<file path="src/shared/hlfb_consts.vh">
// Functional notes
// - frame order: preamble, start, address, command, count, status, data, checksum
// - every frame opens with at least three 0xFF preamble bytes
// - module inserts the preamble; controller message is a channel byte and the designator, then the frame from the start character
// - long start codes: 0x82 master to slave, 0x86 reply, 0x81 burst
// - only long-format frames are accepted or generated
// - burst frames are not treated as valid traffic
// - long address is five bytes holding a 38-bit slave address
// - address holds a two-byte type code and a three-byte identifier
// - address MSB is the master bit; this primary master sends 1
// - command is one byte; 254 means an expansion command byte follows
// - byte count covers status and data, not the checksum
// - data field is 0 to 25 bytes
// - checksum is XOR of all bytes from start character onward
// - each byte carries its own parity bit (odd parity)
`ifndef HLFB_CONSTS_VH
`define HLFB_CONSTS_VH

// frame byte values
`define HLFB_PREAMBLE_BYTE 8'hFF
`define HLFB_START_M2S     8'h82
`define HLFB_START_S2M     8'h86
`define HLFB_START_BURST   8'h81
`define HLFB_EXPAND_CMD    8'hFE
`define HLFB_DESIGNATOR    8'h01
`define HLFB_MASTER_MASK   8'h80

// field lengths and limits
`define HLFB_PRE_TX_COUNT  4'h5
`define HLFB_PRE_MIN       4'h3
`define HLFB_PRE_MAX       4'hF
`define HLFB_ADDR_LAST     5'h04
`define HLFB_MAX_DATA      8'h19
`define HLFB_STATUS_LEN    8'h02
`define HLFB_MAX_REPLY_CNT 8'h1B

// reply error codes
`define HLFB_ERR_NONE      3'h0
`define HLFB_ERR_PARITY    3'h1
`define HLFB_ERR_START     3'h2
`define HLFB_ERR_COUNT     3'h3
`define HLFB_ERR_CHECKSUM  3'h4
`define HLFB_ERR_ECHO      3'h5

// request buffer
`define HLFB_FIFO_WIDTH    9
`define HLFB_FIFO_DEPTH    16
`define HLFB_FIFO_AW       4

`endif

</file>
<file path="src/rtl/hlfb_fifo.v">
`timescale 1ns/1ps
`default_nettype none
module hlfb_fifo #(
  parameter WIDTH = 9,
  parameter DEPTH = 16,
  parameter AW    = 4
) (
  input  wire             ref_clk_in,
  input  wire             reset_in,
  input  wire [WIDTH-1:0] in_data_in,
  input  wire             in_valid_in,
  output reg              in_ready_out,
  output reg  [WIDTH-1:0] out_data_out,
  output reg              out_valid_out,
  input  wire             out_ready_in
);
  localparam [AW:0] FULL_COUNT = DEPTH;

  reg [WIDTH-1:0] mem [0:DEPTH-1];
  reg [AW-1:0]    wr_ptr;
  reg [AW-1:0]    rd_ptr;
  reg [AW:0]      count;
  reg [AW:0]      next_count;
  wire            push;
  wire            pop;

  assign push = in_valid_in && in_ready_out;
  // refill the output register when it is empty or being consumed
  assign pop  = (count != {(AW+1){1'b0}}) && (!out_valid_out || out_ready_in);

  // word count of the storage array
  always @* begin
    next_count = count;
    if (push && !pop)
      next_count = count + 1'b1;
    else if (pop && !push)
      next_count = count - 1'b1;
  end

  // storage array, no reset needed
  always @(posedge ref_clk_in) begin
    if (push)
      mem[wr_ptr] <= in_data_in;
  end

  // pointers, count, registered ready and read data
  always @(posedge ref_clk_in or posedge reset_in) begin
    if (reset_in) begin
      wr_ptr        <= {AW{1'b0}};
      rd_ptr        <= {AW{1'b0}};
      count         <= {(AW+1){1'b0}};
      in_ready_out  <= 1'b0;
      out_data_out  <= {WIDTH{1'b0}};
      out_valid_out <= 1'b0;
    end else begin
      count        <= next_count;
      in_ready_out <= (next_count != FULL_COUNT);
      if (push)
        wr_ptr <= wr_ptr + 1'b1;
      if (pop) begin
        out_data_out  <= mem[rd_ptr];
        out_valid_out <= 1'b1;
        rd_ptr        <= rd_ptr + 1'b1;
      end else if (out_ready_in) begin
        out_valid_out <= 1'b0;
      end
    end
  end
endmodule // hlfb_fifo
`default_nettype wire

</file>
<file path="src/rtl/hlfb_frame_builder.v">
`timescale 1ns/1ps
`default_nettype none
`include "hlfb_consts.vh"
module hlfb_frame_builder (
  input  wire        ref_clk_in,
  input  wire        reset_in,
  // controller request stream
  input  wire [7:0]  ctl_data_in,
  input  wire        ctl_last_in,
  input  wire        ctl_valid_in,
  output wire        ctl_ready_out,
  // request status
  output reg  [7:0]  req_channel_out,
  output reg         req_done_out,
  output reg         req_error_out,
  // byte stream to the modem
  output reg  [7:0]  tx_data_out,
  output reg         tx_parity_out,
  output reg         tx_valid_out,
  input  wire        tx_ready_in,
  output reg         tx_abort_out,
  // byte stream from the modem
  input  wire [7:0]  rx_data_in,
  input  wire        rx_parity_in,
  input  wire        rx_valid_in,
  // reply results
  output reg  [39:0] rx_addr_out,
  output reg  [7:0]  rx_cmd_out,
  output reg  [7:0]  rx_status1_out,
  output reg  [7:0]  rx_status2_out,
  output reg  [7:0]  rx_data_out,
  output reg         rx_data_valid_out,
  output reg         rx_done_out,
  output reg         rx_error_out,
  output reg  [2:0]  rx_error_code_out
);
  localparam [3:0] T_IDLE  = 4'h0;
  localparam [3:0] T_DESIG = 4'h1;
  localparam [3:0] T_START = 4'h2;
  localparam [3:0] T_PRE   = 4'h3;
  localparam [3:0] T_SOF   = 4'h4;
  localparam [3:0] T_ADDR  = 4'h5;
  localparam [3:0] T_CMD   = 4'h6;
  localparam [3:0] T_CNT   = 4'h7;
  localparam [3:0] T_DATA  = 4'h8;
  localparam [3:0] T_CSUM  = 4'h9;
  localparam [3:0] T_DROP  = 4'hA;

  localparam [3:0] R_HUNT  = 4'h0;
  localparam [3:0] R_ADDR  = 4'h1;
  localparam [3:0] R_CMD   = 4'h2;
  localparam [3:0] R_CNT   = 4'h3;
  localparam [3:0] R_STAT1 = 4'h4;
  localparam [3:0] R_STAT2 = 4'h5;
  localparam [3:0] R_DATA  = 4'h6;
  localparam [3:0] R_CSUM  = 4'h7;

  // odd parity bit for one byte
  function odd_parity;
    input [7:0] b;
    begin
      odd_parity = ~(^b);
    end
  endfunction

  wire [8:0] fifo_data;
  wire       fifo_valid;
  reg        fifo_take;
  wire [7:0] f_data;
  wire       f_last;
  wire       can_out;
  wire [7:0] tx_byte;

  reg [3:0]  tx_state;
  reg [3:0]  pre_cnt;
  reg [7:0]  start_hold;
  reg [7:0]  tx_csum;
  reg [4:0]  tx_idx;
  reg [7:0]  tx_left;
  reg [7:0]  tx_cmd;

  reg [3:0]  rx_state;
  reg [3:0]  rx_pre;
  reg [7:0]  rx_csum;
  reg [4:0]  rx_idx;
  reg [7:0]  rx_left;
  reg        echo_bad;

  // request buffer between controller and frame sender
  hlfb_fifo #(
    .WIDTH (`HLFB_FIFO_WIDTH),
    .DEPTH (`HLFB_FIFO_DEPTH),
    .AW    (`HLFB_FIFO_AW)
  ) u_req_fifo (
    .ref_clk_in    (ref_clk_in),
    .reset_in      (reset_in),
    .in_data_in    ({ctl_last_in, ctl_data_in}),
    .in_valid_in   (ctl_valid_in),
    .in_ready_out  (ctl_ready_out),
    .out_data_out  (fifo_data),
    .out_valid_out (fifo_valid),
    .out_ready_in  (fifo_take)
  );

  assign f_data  = fifo_data[7:0];
  assign f_last  = fifo_data[8];
  assign can_out = !tx_valid_out || tx_ready_in;
  // force the primary master bit into the first address byte
  assign tx_byte = (tx_state == T_ADDR && tx_idx == 5'h00) ?
                   (f_data | `HLFB_MASTER_MASK) : f_data;

  // pull from the buffer; sending stages also wait for the modem
  always @* begin
    fifo_take = 1'b0;
    case (tx_state)
      T_IDLE, T_DESIG, T_START, T_DROP: fifo_take = fifo_valid;
      T_ADDR, T_CMD, T_CNT, T_DATA, T_CSUM: fifo_take = fifo_valid && can_out;
      default: fifo_take = 1'b0;
    endcase
  end

  // request parser and frame sender
  always @(posedge ref_clk_in or posedge reset_in) begin
    if (reset_in) begin
      tx_state        <= T_IDLE;
      pre_cnt         <= 4'h0;
      start_hold      <= 8'h00;
      tx_csum         <= 8'h00;
      tx_idx          <= 5'h00;
      tx_left         <= 8'h00;
      tx_cmd          <= 8'h00;
      req_channel_out <= 8'h00;
      req_done_out    <= 1'b0;
      req_error_out   <= 1'b0;
      tx_data_out     <= 8'h00;
      tx_parity_out   <= 1'b0;
      tx_valid_out    <= 1'b0;
      tx_abort_out    <= 1'b0;
    end else begin
      req_done_out  <= 1'b0;
      req_error_out <= 1'b0;
      tx_abort_out  <= 1'b0;
      if (tx_valid_out && tx_ready_in)
        tx_valid_out <= 1'b0;
      case (tx_state)
        T_IDLE: begin
          if (fifo_take) begin
            req_channel_out <= f_data;
            if (f_last)
              req_error_out <= 1'b1;
            else
              tx_state <= T_DESIG;
          end
        end
        T_DESIG: begin
          if (fifo_take) begin
            if (f_data != `HLFB_DESIGNATOR || f_last) begin
              req_error_out <= 1'b1;
              tx_state      <= f_last ? T_IDLE : T_DROP;
            end else begin
              tx_state <= T_START;
            end
          end
        end
        T_START: begin
          if (fifo_take) begin
            // only long master-to-slave requests leave this module
            if (f_data != `HLFB_START_M2S || f_last) begin
              req_error_out <= 1'b1;
              tx_state      <= f_last ? T_IDLE : T_DROP;
            end else begin
              start_hold <= f_data;
              pre_cnt    <= 4'h0;
              tx_state   <= T_PRE;
            end
          end
        end
        T_PRE: begin
          if (can_out) begin
            tx_data_out   <= `HLFB_PREAMBLE_BYTE;
            tx_parity_out <= odd_parity(`HLFB_PREAMBLE_BYTE);
            tx_valid_out  <= 1'b1;
            pre_cnt       <= pre_cnt + 1'b1;
            if (pre_cnt == `HLFB_PRE_TX_COUNT - 1'b1)
              tx_state <= T_SOF;
          end
        end
        T_SOF: begin
          if (can_out) begin
            tx_data_out   <= start_hold;
            tx_parity_out <= odd_parity(start_hold);
            tx_valid_out  <= 1'b1;
            tx_csum       <= start_hold;
            tx_idx        <= 5'h00;
            tx_state      <= T_ADDR;
          end
        end
        T_ADDR, T_CMD, T_CNT, T_DATA: begin
          if (fifo_take) begin
            tx_data_out   <= tx_byte;
            tx_parity_out <= odd_parity(tx_byte);
            tx_valid_out  <= 1'b1;
            tx_csum       <= tx_csum ^ tx_byte;
            if (f_last) begin
              // request ended before its checksum byte
              tx_abort_out  <= 1'b1;
              req_error_out <= 1'b1;
              tx_state      <= T_IDLE;
            end else if (tx_state == T_ADDR) begin
              tx_idx <= tx_idx + 1'b1;
              if (tx_idx == `HLFB_ADDR_LAST)
                tx_state <= T_CMD;
            end else if (tx_state == T_CMD) begin
              tx_cmd   <= f_data;
              tx_state <= T_CNT;
            end else if (tx_state == T_CNT) begin
              tx_left <= f_data;
              if (f_data > `HLFB_MAX_DATA) begin
                tx_abort_out  <= 1'b1;
                req_error_out <= 1'b1;
                tx_state      <= T_DROP;
              end else begin
                tx_state <= (f_data == 8'h00) ? T_CSUM : T_DATA;
              end
            end else begin
              // an expansion command byte travels as the first data byte
              tx_left <= tx_left - 1'b1;
              if (tx_left == 8'h01)
                tx_state <= T_CSUM;
            end
          end
        end
        T_CSUM: begin
          if (fifo_take) begin
            // send the recomputed sum, since the master bit may have changed
            tx_data_out   <= tx_csum;
            tx_parity_out <= odd_parity(tx_csum);
            tx_valid_out  <= 1'b1;
            req_done_out  <= f_last;
            req_error_out <= !f_last;
            tx_state      <= f_last ? T_IDLE : T_DROP;
          end
        end
        T_DROP: begin
          if (fifo_take && f_last)
            tx_state <= T_IDLE;
        end
        default: tx_state <= T_IDLE;
      endcase
    end
  end

  // reply receiver and checker
  always @(posedge ref_clk_in or posedge reset_in) begin
    if (reset_in) begin
      rx_state          <= R_HUNT;
      rx_pre            <= 4'h0;
      rx_csum           <= 8'h00;
      rx_idx            <= 5'h00;
      rx_left           <= 8'h00;
      echo_bad          <= 1'b0;
      rx_addr_out       <= 40'h0000000000;
      rx_cmd_out        <= 8'h00;
      rx_status1_out    <= 8'h00;
      rx_status2_out    <= 8'h00;
      rx_data_out       <= 8'h00;
      rx_data_valid_out <= 1'b0;
      rx_done_out       <= 1'b0;
      rx_error_out      <= 1'b0;
      rx_error_code_out <= `HLFB_ERR_NONE;
    end else begin
      rx_data_valid_out <= 1'b0;
      rx_done_out       <= 1'b0;
      rx_error_out      <= 1'b0;
      if (rx_valid_in) begin
        if ((rx_state != R_HUNT || (rx_data_in != `HLFB_PREAMBLE_BYTE && rx_pre >= `HLFB_PRE_MIN))
            && rx_parity_in != odd_parity(rx_data_in)) begin
          rx_error_out      <= 1'b1;
          rx_error_code_out <= `HLFB_ERR_PARITY;
          rx_pre            <= 4'h0;
          rx_state          <= R_HUNT;
        end else begin
          rx_csum <= rx_csum ^ rx_data_in;
          case (rx_state)
            R_HUNT: begin
              if (rx_data_in == `HLFB_PREAMBLE_BYTE) begin
                if (rx_pre != `HLFB_PRE_MAX)
                  rx_pre <= rx_pre + 1'b1;
              end else begin
                rx_pre <= 4'h0;
                if (rx_pre >= `HLFB_PRE_MIN) begin
                  rx_csum <= rx_data_in;
                  rx_idx  <= 5'h00;
                  if (rx_data_in == `HLFB_START_S2M) begin
                    rx_state <= R_ADDR;
                  end else if (rx_data_in != `HLFB_START_M2S) begin
                    // short, burst or unknown start: not our traffic
                    rx_error_out      <= 1'b1;
                    rx_error_code_out <= `HLFB_ERR_START;
                  end
                end
              end
            end
            R_ADDR: begin
              rx_addr_out <= {rx_addr_out[31:0], rx_data_in};
              rx_idx      <= rx_idx + 1'b1;
              if (rx_idx == `HLFB_ADDR_LAST)
                rx_state <= R_CMD;
            end
            R_CMD: begin
              rx_cmd_out <= rx_data_in;
              echo_bad   <= (rx_data_in != tx_cmd);
              rx_state   <= R_CNT;
            end
            R_CNT: begin
              if (rx_data_in < `HLFB_STATUS_LEN || rx_data_in > `HLFB_MAX_REPLY_CNT) begin
                rx_error_out      <= 1'b1;
                rx_error_code_out <= `HLFB_ERR_COUNT;
                rx_state          <= R_HUNT;
              end else begin
                rx_left  <= rx_data_in - `HLFB_STATUS_LEN;
                rx_state <= R_STAT1;
              end
            end
            R_STAT1: begin
              rx_status1_out <= rx_data_in;
              rx_state       <= R_STAT2;
            end
            R_STAT2: begin
              rx_status2_out <= rx_data_in;
              rx_state       <= (rx_left == 8'h00) ? R_CSUM : R_DATA;
            end
            R_DATA: begin
              rx_data_out       <= rx_data_in;
              rx_data_valid_out <= 1'b1;
              rx_left           <= rx_left - 1'b1;
              if (rx_left == 8'h01)
                rx_state <= R_CSUM;
            end
            R_CSUM: begin
              rx_state <= R_HUNT;
              if (rx_data_in != rx_csum) begin
                rx_error_out      <= 1'b1;
                rx_error_code_out <= `HLFB_ERR_CHECKSUM;
              end else if (echo_bad) begin
                rx_error_out      <= 1'b1;
                rx_error_code_out <= `HLFB_ERR_ECHO;
              end else begin
                rx_done_out       <= 1'b1;
                rx_error_code_out <= `HLFB_ERR_NONE;
              end
            end
            default: rx_state <= R_HUNT;
          endcase
        end
      end
    end
  end
endmodule // hlfb_frame_builder
`default_nettype wire

</file>
<file path="config.mk">
export PLATFORM = sky130hd
export DESIGN_NAME = hlfb_frame_builder
export DESIGN_NICKNAME = d
export VERILOG_FILES = /design/src/rtl/hlfb_fifo.v /design/src/rtl/hlfb_frame_builder.v
export VERILOG_INCLUDE_DIRS = /design/src /design/src/shared
export SDC_FILE = /design/constraint.sdc
export NUM_CORES = 1
export LEC_CHECK = 0
export ABC_AREA = 0
export BUFFER_PORTS_ARGS = -buffer_cell sky130_fd_sc_hd__buf_2
export CAP_MARGIN = 20
export CORE_MARGIN = 4
export CORE_UTILIZATION = 50
export DETAILED_ROUTE_END_ITERATION = 16
export PLACE_DENSITY = 0.68
export SYNTH_ARGS = -nofsm -noshare
export SYNTH_HDL_FRONTEND = slang
export SYNTH_SLANG_ARGS = --single-unit
</file>
<file path="constraint.sdc">
create_clock -name ref_clk_in -period 6.8 [get_ports ref_clk_in]
set_input_delay 0.68 -clock ref_clk_in [delete_from_list [all_inputs] [get_ports ref_clk_in]]
set_output_delay 0.68 -clock ref_clk_in [all_outputs]
set_load 0.03 [all_outputs]
</file>
==> flow_metrics.env <==
export IMPL_antenna_found_initial=0
export IMPL_power_frac_seq_pct=40.8
export IMPL_power_switching_mw=2.45
export IMPL_overflow=0
export IMPL_diodes=0
export IMPL_multiInputGateArea_um2=5960
export IMPL_hold_viol=0
export IMPL_hold_path_class="in -> async"
export IMPL_grt_use_total_pct=20.6
export IMPL_power_per_cell_area_nw_per_um2=398
export IMPL_regArea_um2=9260
export IMPL_worstMarginPinSlew_ns=1.05
export IMPL_synth_top_area_cell="dfrtp_1"
export IMPL_synthTopCellsByCount="197 x dfrtp_1, 144 x edfxtp_1, 134 x nand2_1, 105 x o21ai_0, 72 x a21oi_1"
export IMPL_regMostFlops="u_req_fifo.mem"
export IMPL_ir_worst_vdd_mv=0.229
export IMPL_die_y_um=185
export IMPL_ioPinCount=123
export IMPL_fin_ws_ns=3.29
export IMPL_finClkSkew_ns=0.0218
export IMPL_critPathLaunchType="flop"
export IMPL_grt_busiest_layer="met2"
export IMPL_fillers=2509
export IMPL_routedWlPerCell_um=19.7
export IMPL_synth_cell_type_count=79
export IMPL_synth_edf_count=144
export IMPL_synthArstFlopShare_pct=57.8
export IMPL_h_tree_depth=2
export IMPL_yosysMostFrequentCell="dfrtp_1"
export IMPL_postCtsHoldBufs=0
export IMPL_yosysSeqAreaShare_pct=59.2
export IMPL_cap_violations=0
export IMPL_pre_cts_ws_ns=2.95
export IMPL_drt_iter0_drc=790
export IMPL_drive_gt1_share_pct=21.2
export IMPL_grtUsageMet2_pct=33.1
export IMPL_synthesis_area_um2=15600
export IMPL_ant_nets=0
export IMPL_initial_core_util_pct=50.9
export IMPL_rsz0062_at_grt="no"
export IMPL_grt_use_met1_pct=29.5
export IMPL_largest_reg_flops=144
export IMPL_drc_errors=0
export IMPL_fin_util_pct=57.6
export IMPL_insertion_delay_ns=0.53
export IMPL_vias=10300
export IMPL_grt_max_degree=124
export IMPL_place_gp_congestion=0.902
export IMPL_max_freq_ghz=0.285
export IMPL_dpl_hpwl_um=23100
export IMPL_syn_avg_cell_area_um2=12.5
export IMPL_slew_headroom_pct=30.0
export IMPL_yosysWarningCount=0
export IMPL_total_leakage_power_nw=7.47
export IMPL_grt_pass1_wl_um=55700
export IMPL_numClockSinks=341
export IMPL_finalCritPeriodShare_pct=51.6
export IMPL_finalMaxSlewViolations=0
export IMPL_synth_cells=1252
export IMPL_setup_worst_path_class="reg -> reg"
export IMPL_ys_ff_latch=341
export IMPL_io_buffers=122
export IMPL_die_x_um=185
export IMPL_num_nets_final=1418
export IMPL_status="finished clean"
export IMPL_totalWireLength_um=35000
export IMPL_avgViaCountPerCell=5.80
export IMPL_cts_root_buf="clkbuf_16"
export IMPL_synth_flop_cell="dfrtp_1"
export IMPL_pwr_share_comb_pct=31.4
export IMPL_synth_nets=1315
export IMPL_cts_tree="done"
export IMPL_end_kind="flop"
export IMPL_first_pass_iters=7
export IMPL_fp_dieArea_um2=34200
export IMPL_p_int_mw=4.60
export IMPL_synth_top_cell_area_share_pct=31.5
export IMPL_tns_ns=0
export IMPL_clkTransAtPathRegs_ns=0.06
export IMPL_swShare_pct=34.7
export IMPL_cp_required_ns=7.24
export IMPL_setup_viol=0
export IMPL_core_um2=30700
export IMPL_clk_path_buf_depth=3
export IMPL_worstPathMaxFanout=28
export IMPL_met3_usage_pct=3.52
export IMPL_ctsResizeCount=0
export IMPL_cts_buffers=37
export IMPL_worstPathArrival_ns=3.94
export IMPL_grt_pass1_vias=10200
export IMPL_fin_crit_ns=3.51
export IMPL_clock_power_share_pct=27.7
export IMPL_rows=64
export IMPL_area_delta_synth_final_pct=13.2
export IMPL_top_regs="u_req_fifo.mem (144), rx_addr_out (40), u_req_fifo.out_data_out (9)"
export IMPL_cts_setup_buffers=0
export IMPL_synth_area_top_cells="dfrtp_1 32%, edfxtp_1 28%, mux4_2 6.5%"
## cell usage in the layout, fill, tap and decap left out, types with 45 or more instances in the layout
cell | Yosys | final
nand2_1 | 134 | 133
mux2_2 | 45 | 45
o21ai_0 | 105 | 105
buf_2 | 20 | 123
nor2_1 | 52 | 52
a21oi_1 | 72 | 72
xnor2_1 | 50 | 50
edfxtp_1 | 144 | 144
mux4_2 | 45 | 45
dfrtp_1 | 197 | 196
## power groups by stage
| stage | Sequential, mW | Combinational (mW) | Clock [mW] |
|---|---|---|---|
| final | 2.88 | 2.22 | 1.95 |
| after global routing | 2.93 | 2.45 | 2.09 |
| after global placement | 2.90 | 2.18 | 0 |
| after floorplan | 2.82 | 1.71 | 0 |
| after detailed placement | 2.91 | 2.22 | 0 |
| after CTS | 2.88 | 2.23 | 2.00 |
## layout make-up
class	count	area share, %
Timing Repair Buffer	128	3.69
Clock inverter	21	1.24
Sequential cell	341	52.3
Clock buffer	45	5.46
Inverter	39	0.869
Multi-Input combinational cell	808	33.7
Tap cell	396	2.80
## cell families (layout without fill, tap and decap cells)
group / Yosys count / in the layout / synth area share, %
and+or+nand+nor: 331 / 331 / 10.5
AOI/OAI and AO/OA: 265 / 265 / 9.87
buffers and inverters: 103 / 233 / 2.73
adders and majority gates: 42 / 42 / 3.33
muxes: 102 / 102 / 10.5
xor gates and xnor gates: 68 / 68 / 3.96
DFF: 341 / 341 / 59.2
## routing by layer
layer  vias to the layer above  wire length [um]
li1                       4800                 -
met3                        62              2070
met5                         -                 0
met1                      5132             15700
met2                       318             16400
met4                         0               792
## path summary, 6_finish.rpt
path,start,end,slack (ns),cells after the start
max in group asynchronous,reset_in,rx_cmd_out[6],4.94,3
min in group ref_clk_in,rx_status2_out[0],rx_status2_out[0],0.47,2
worst max-delay path,tx_state[3],tx_csum[6],3.29,6
worst min-delay path,reset_in,rx_addr_out[16],0.32,2
worst max register to register,tx_state[3],tx_csum[6],3.29,6
worst min register to register,rx_status2_out[0],rx_status2_out[0],0.47,2
## critical path, stage by stage (launching register included)
cell and delay (ns):
dfrtp_1 0.90, nor2b_1 0.65, nand2_1 0.36, a22o_1 0.33, a21oi_1 0.81, a21oi_1 0.15, a21oi_1 0.20
## through the flow
step / power (mW) / std cells / cell area, um^2 / hold slack (ns)
after CTS: 7.11 / 1777 / 17700 / 0.370
after floorplan: 4.53 / 1252 / 15600 / 0.455
final: 7.05 / 1778 / 17700 / 0.324
after detailed placement: 5.13 / 1711 / 16500 / 0.465
after global routing: 7.46 / 1778 / 17700 / 0.403
after global placement: 5.08 / 1711 / 16500 / 0.461
No activity file was read; power rests on OpenSTA's default activity.
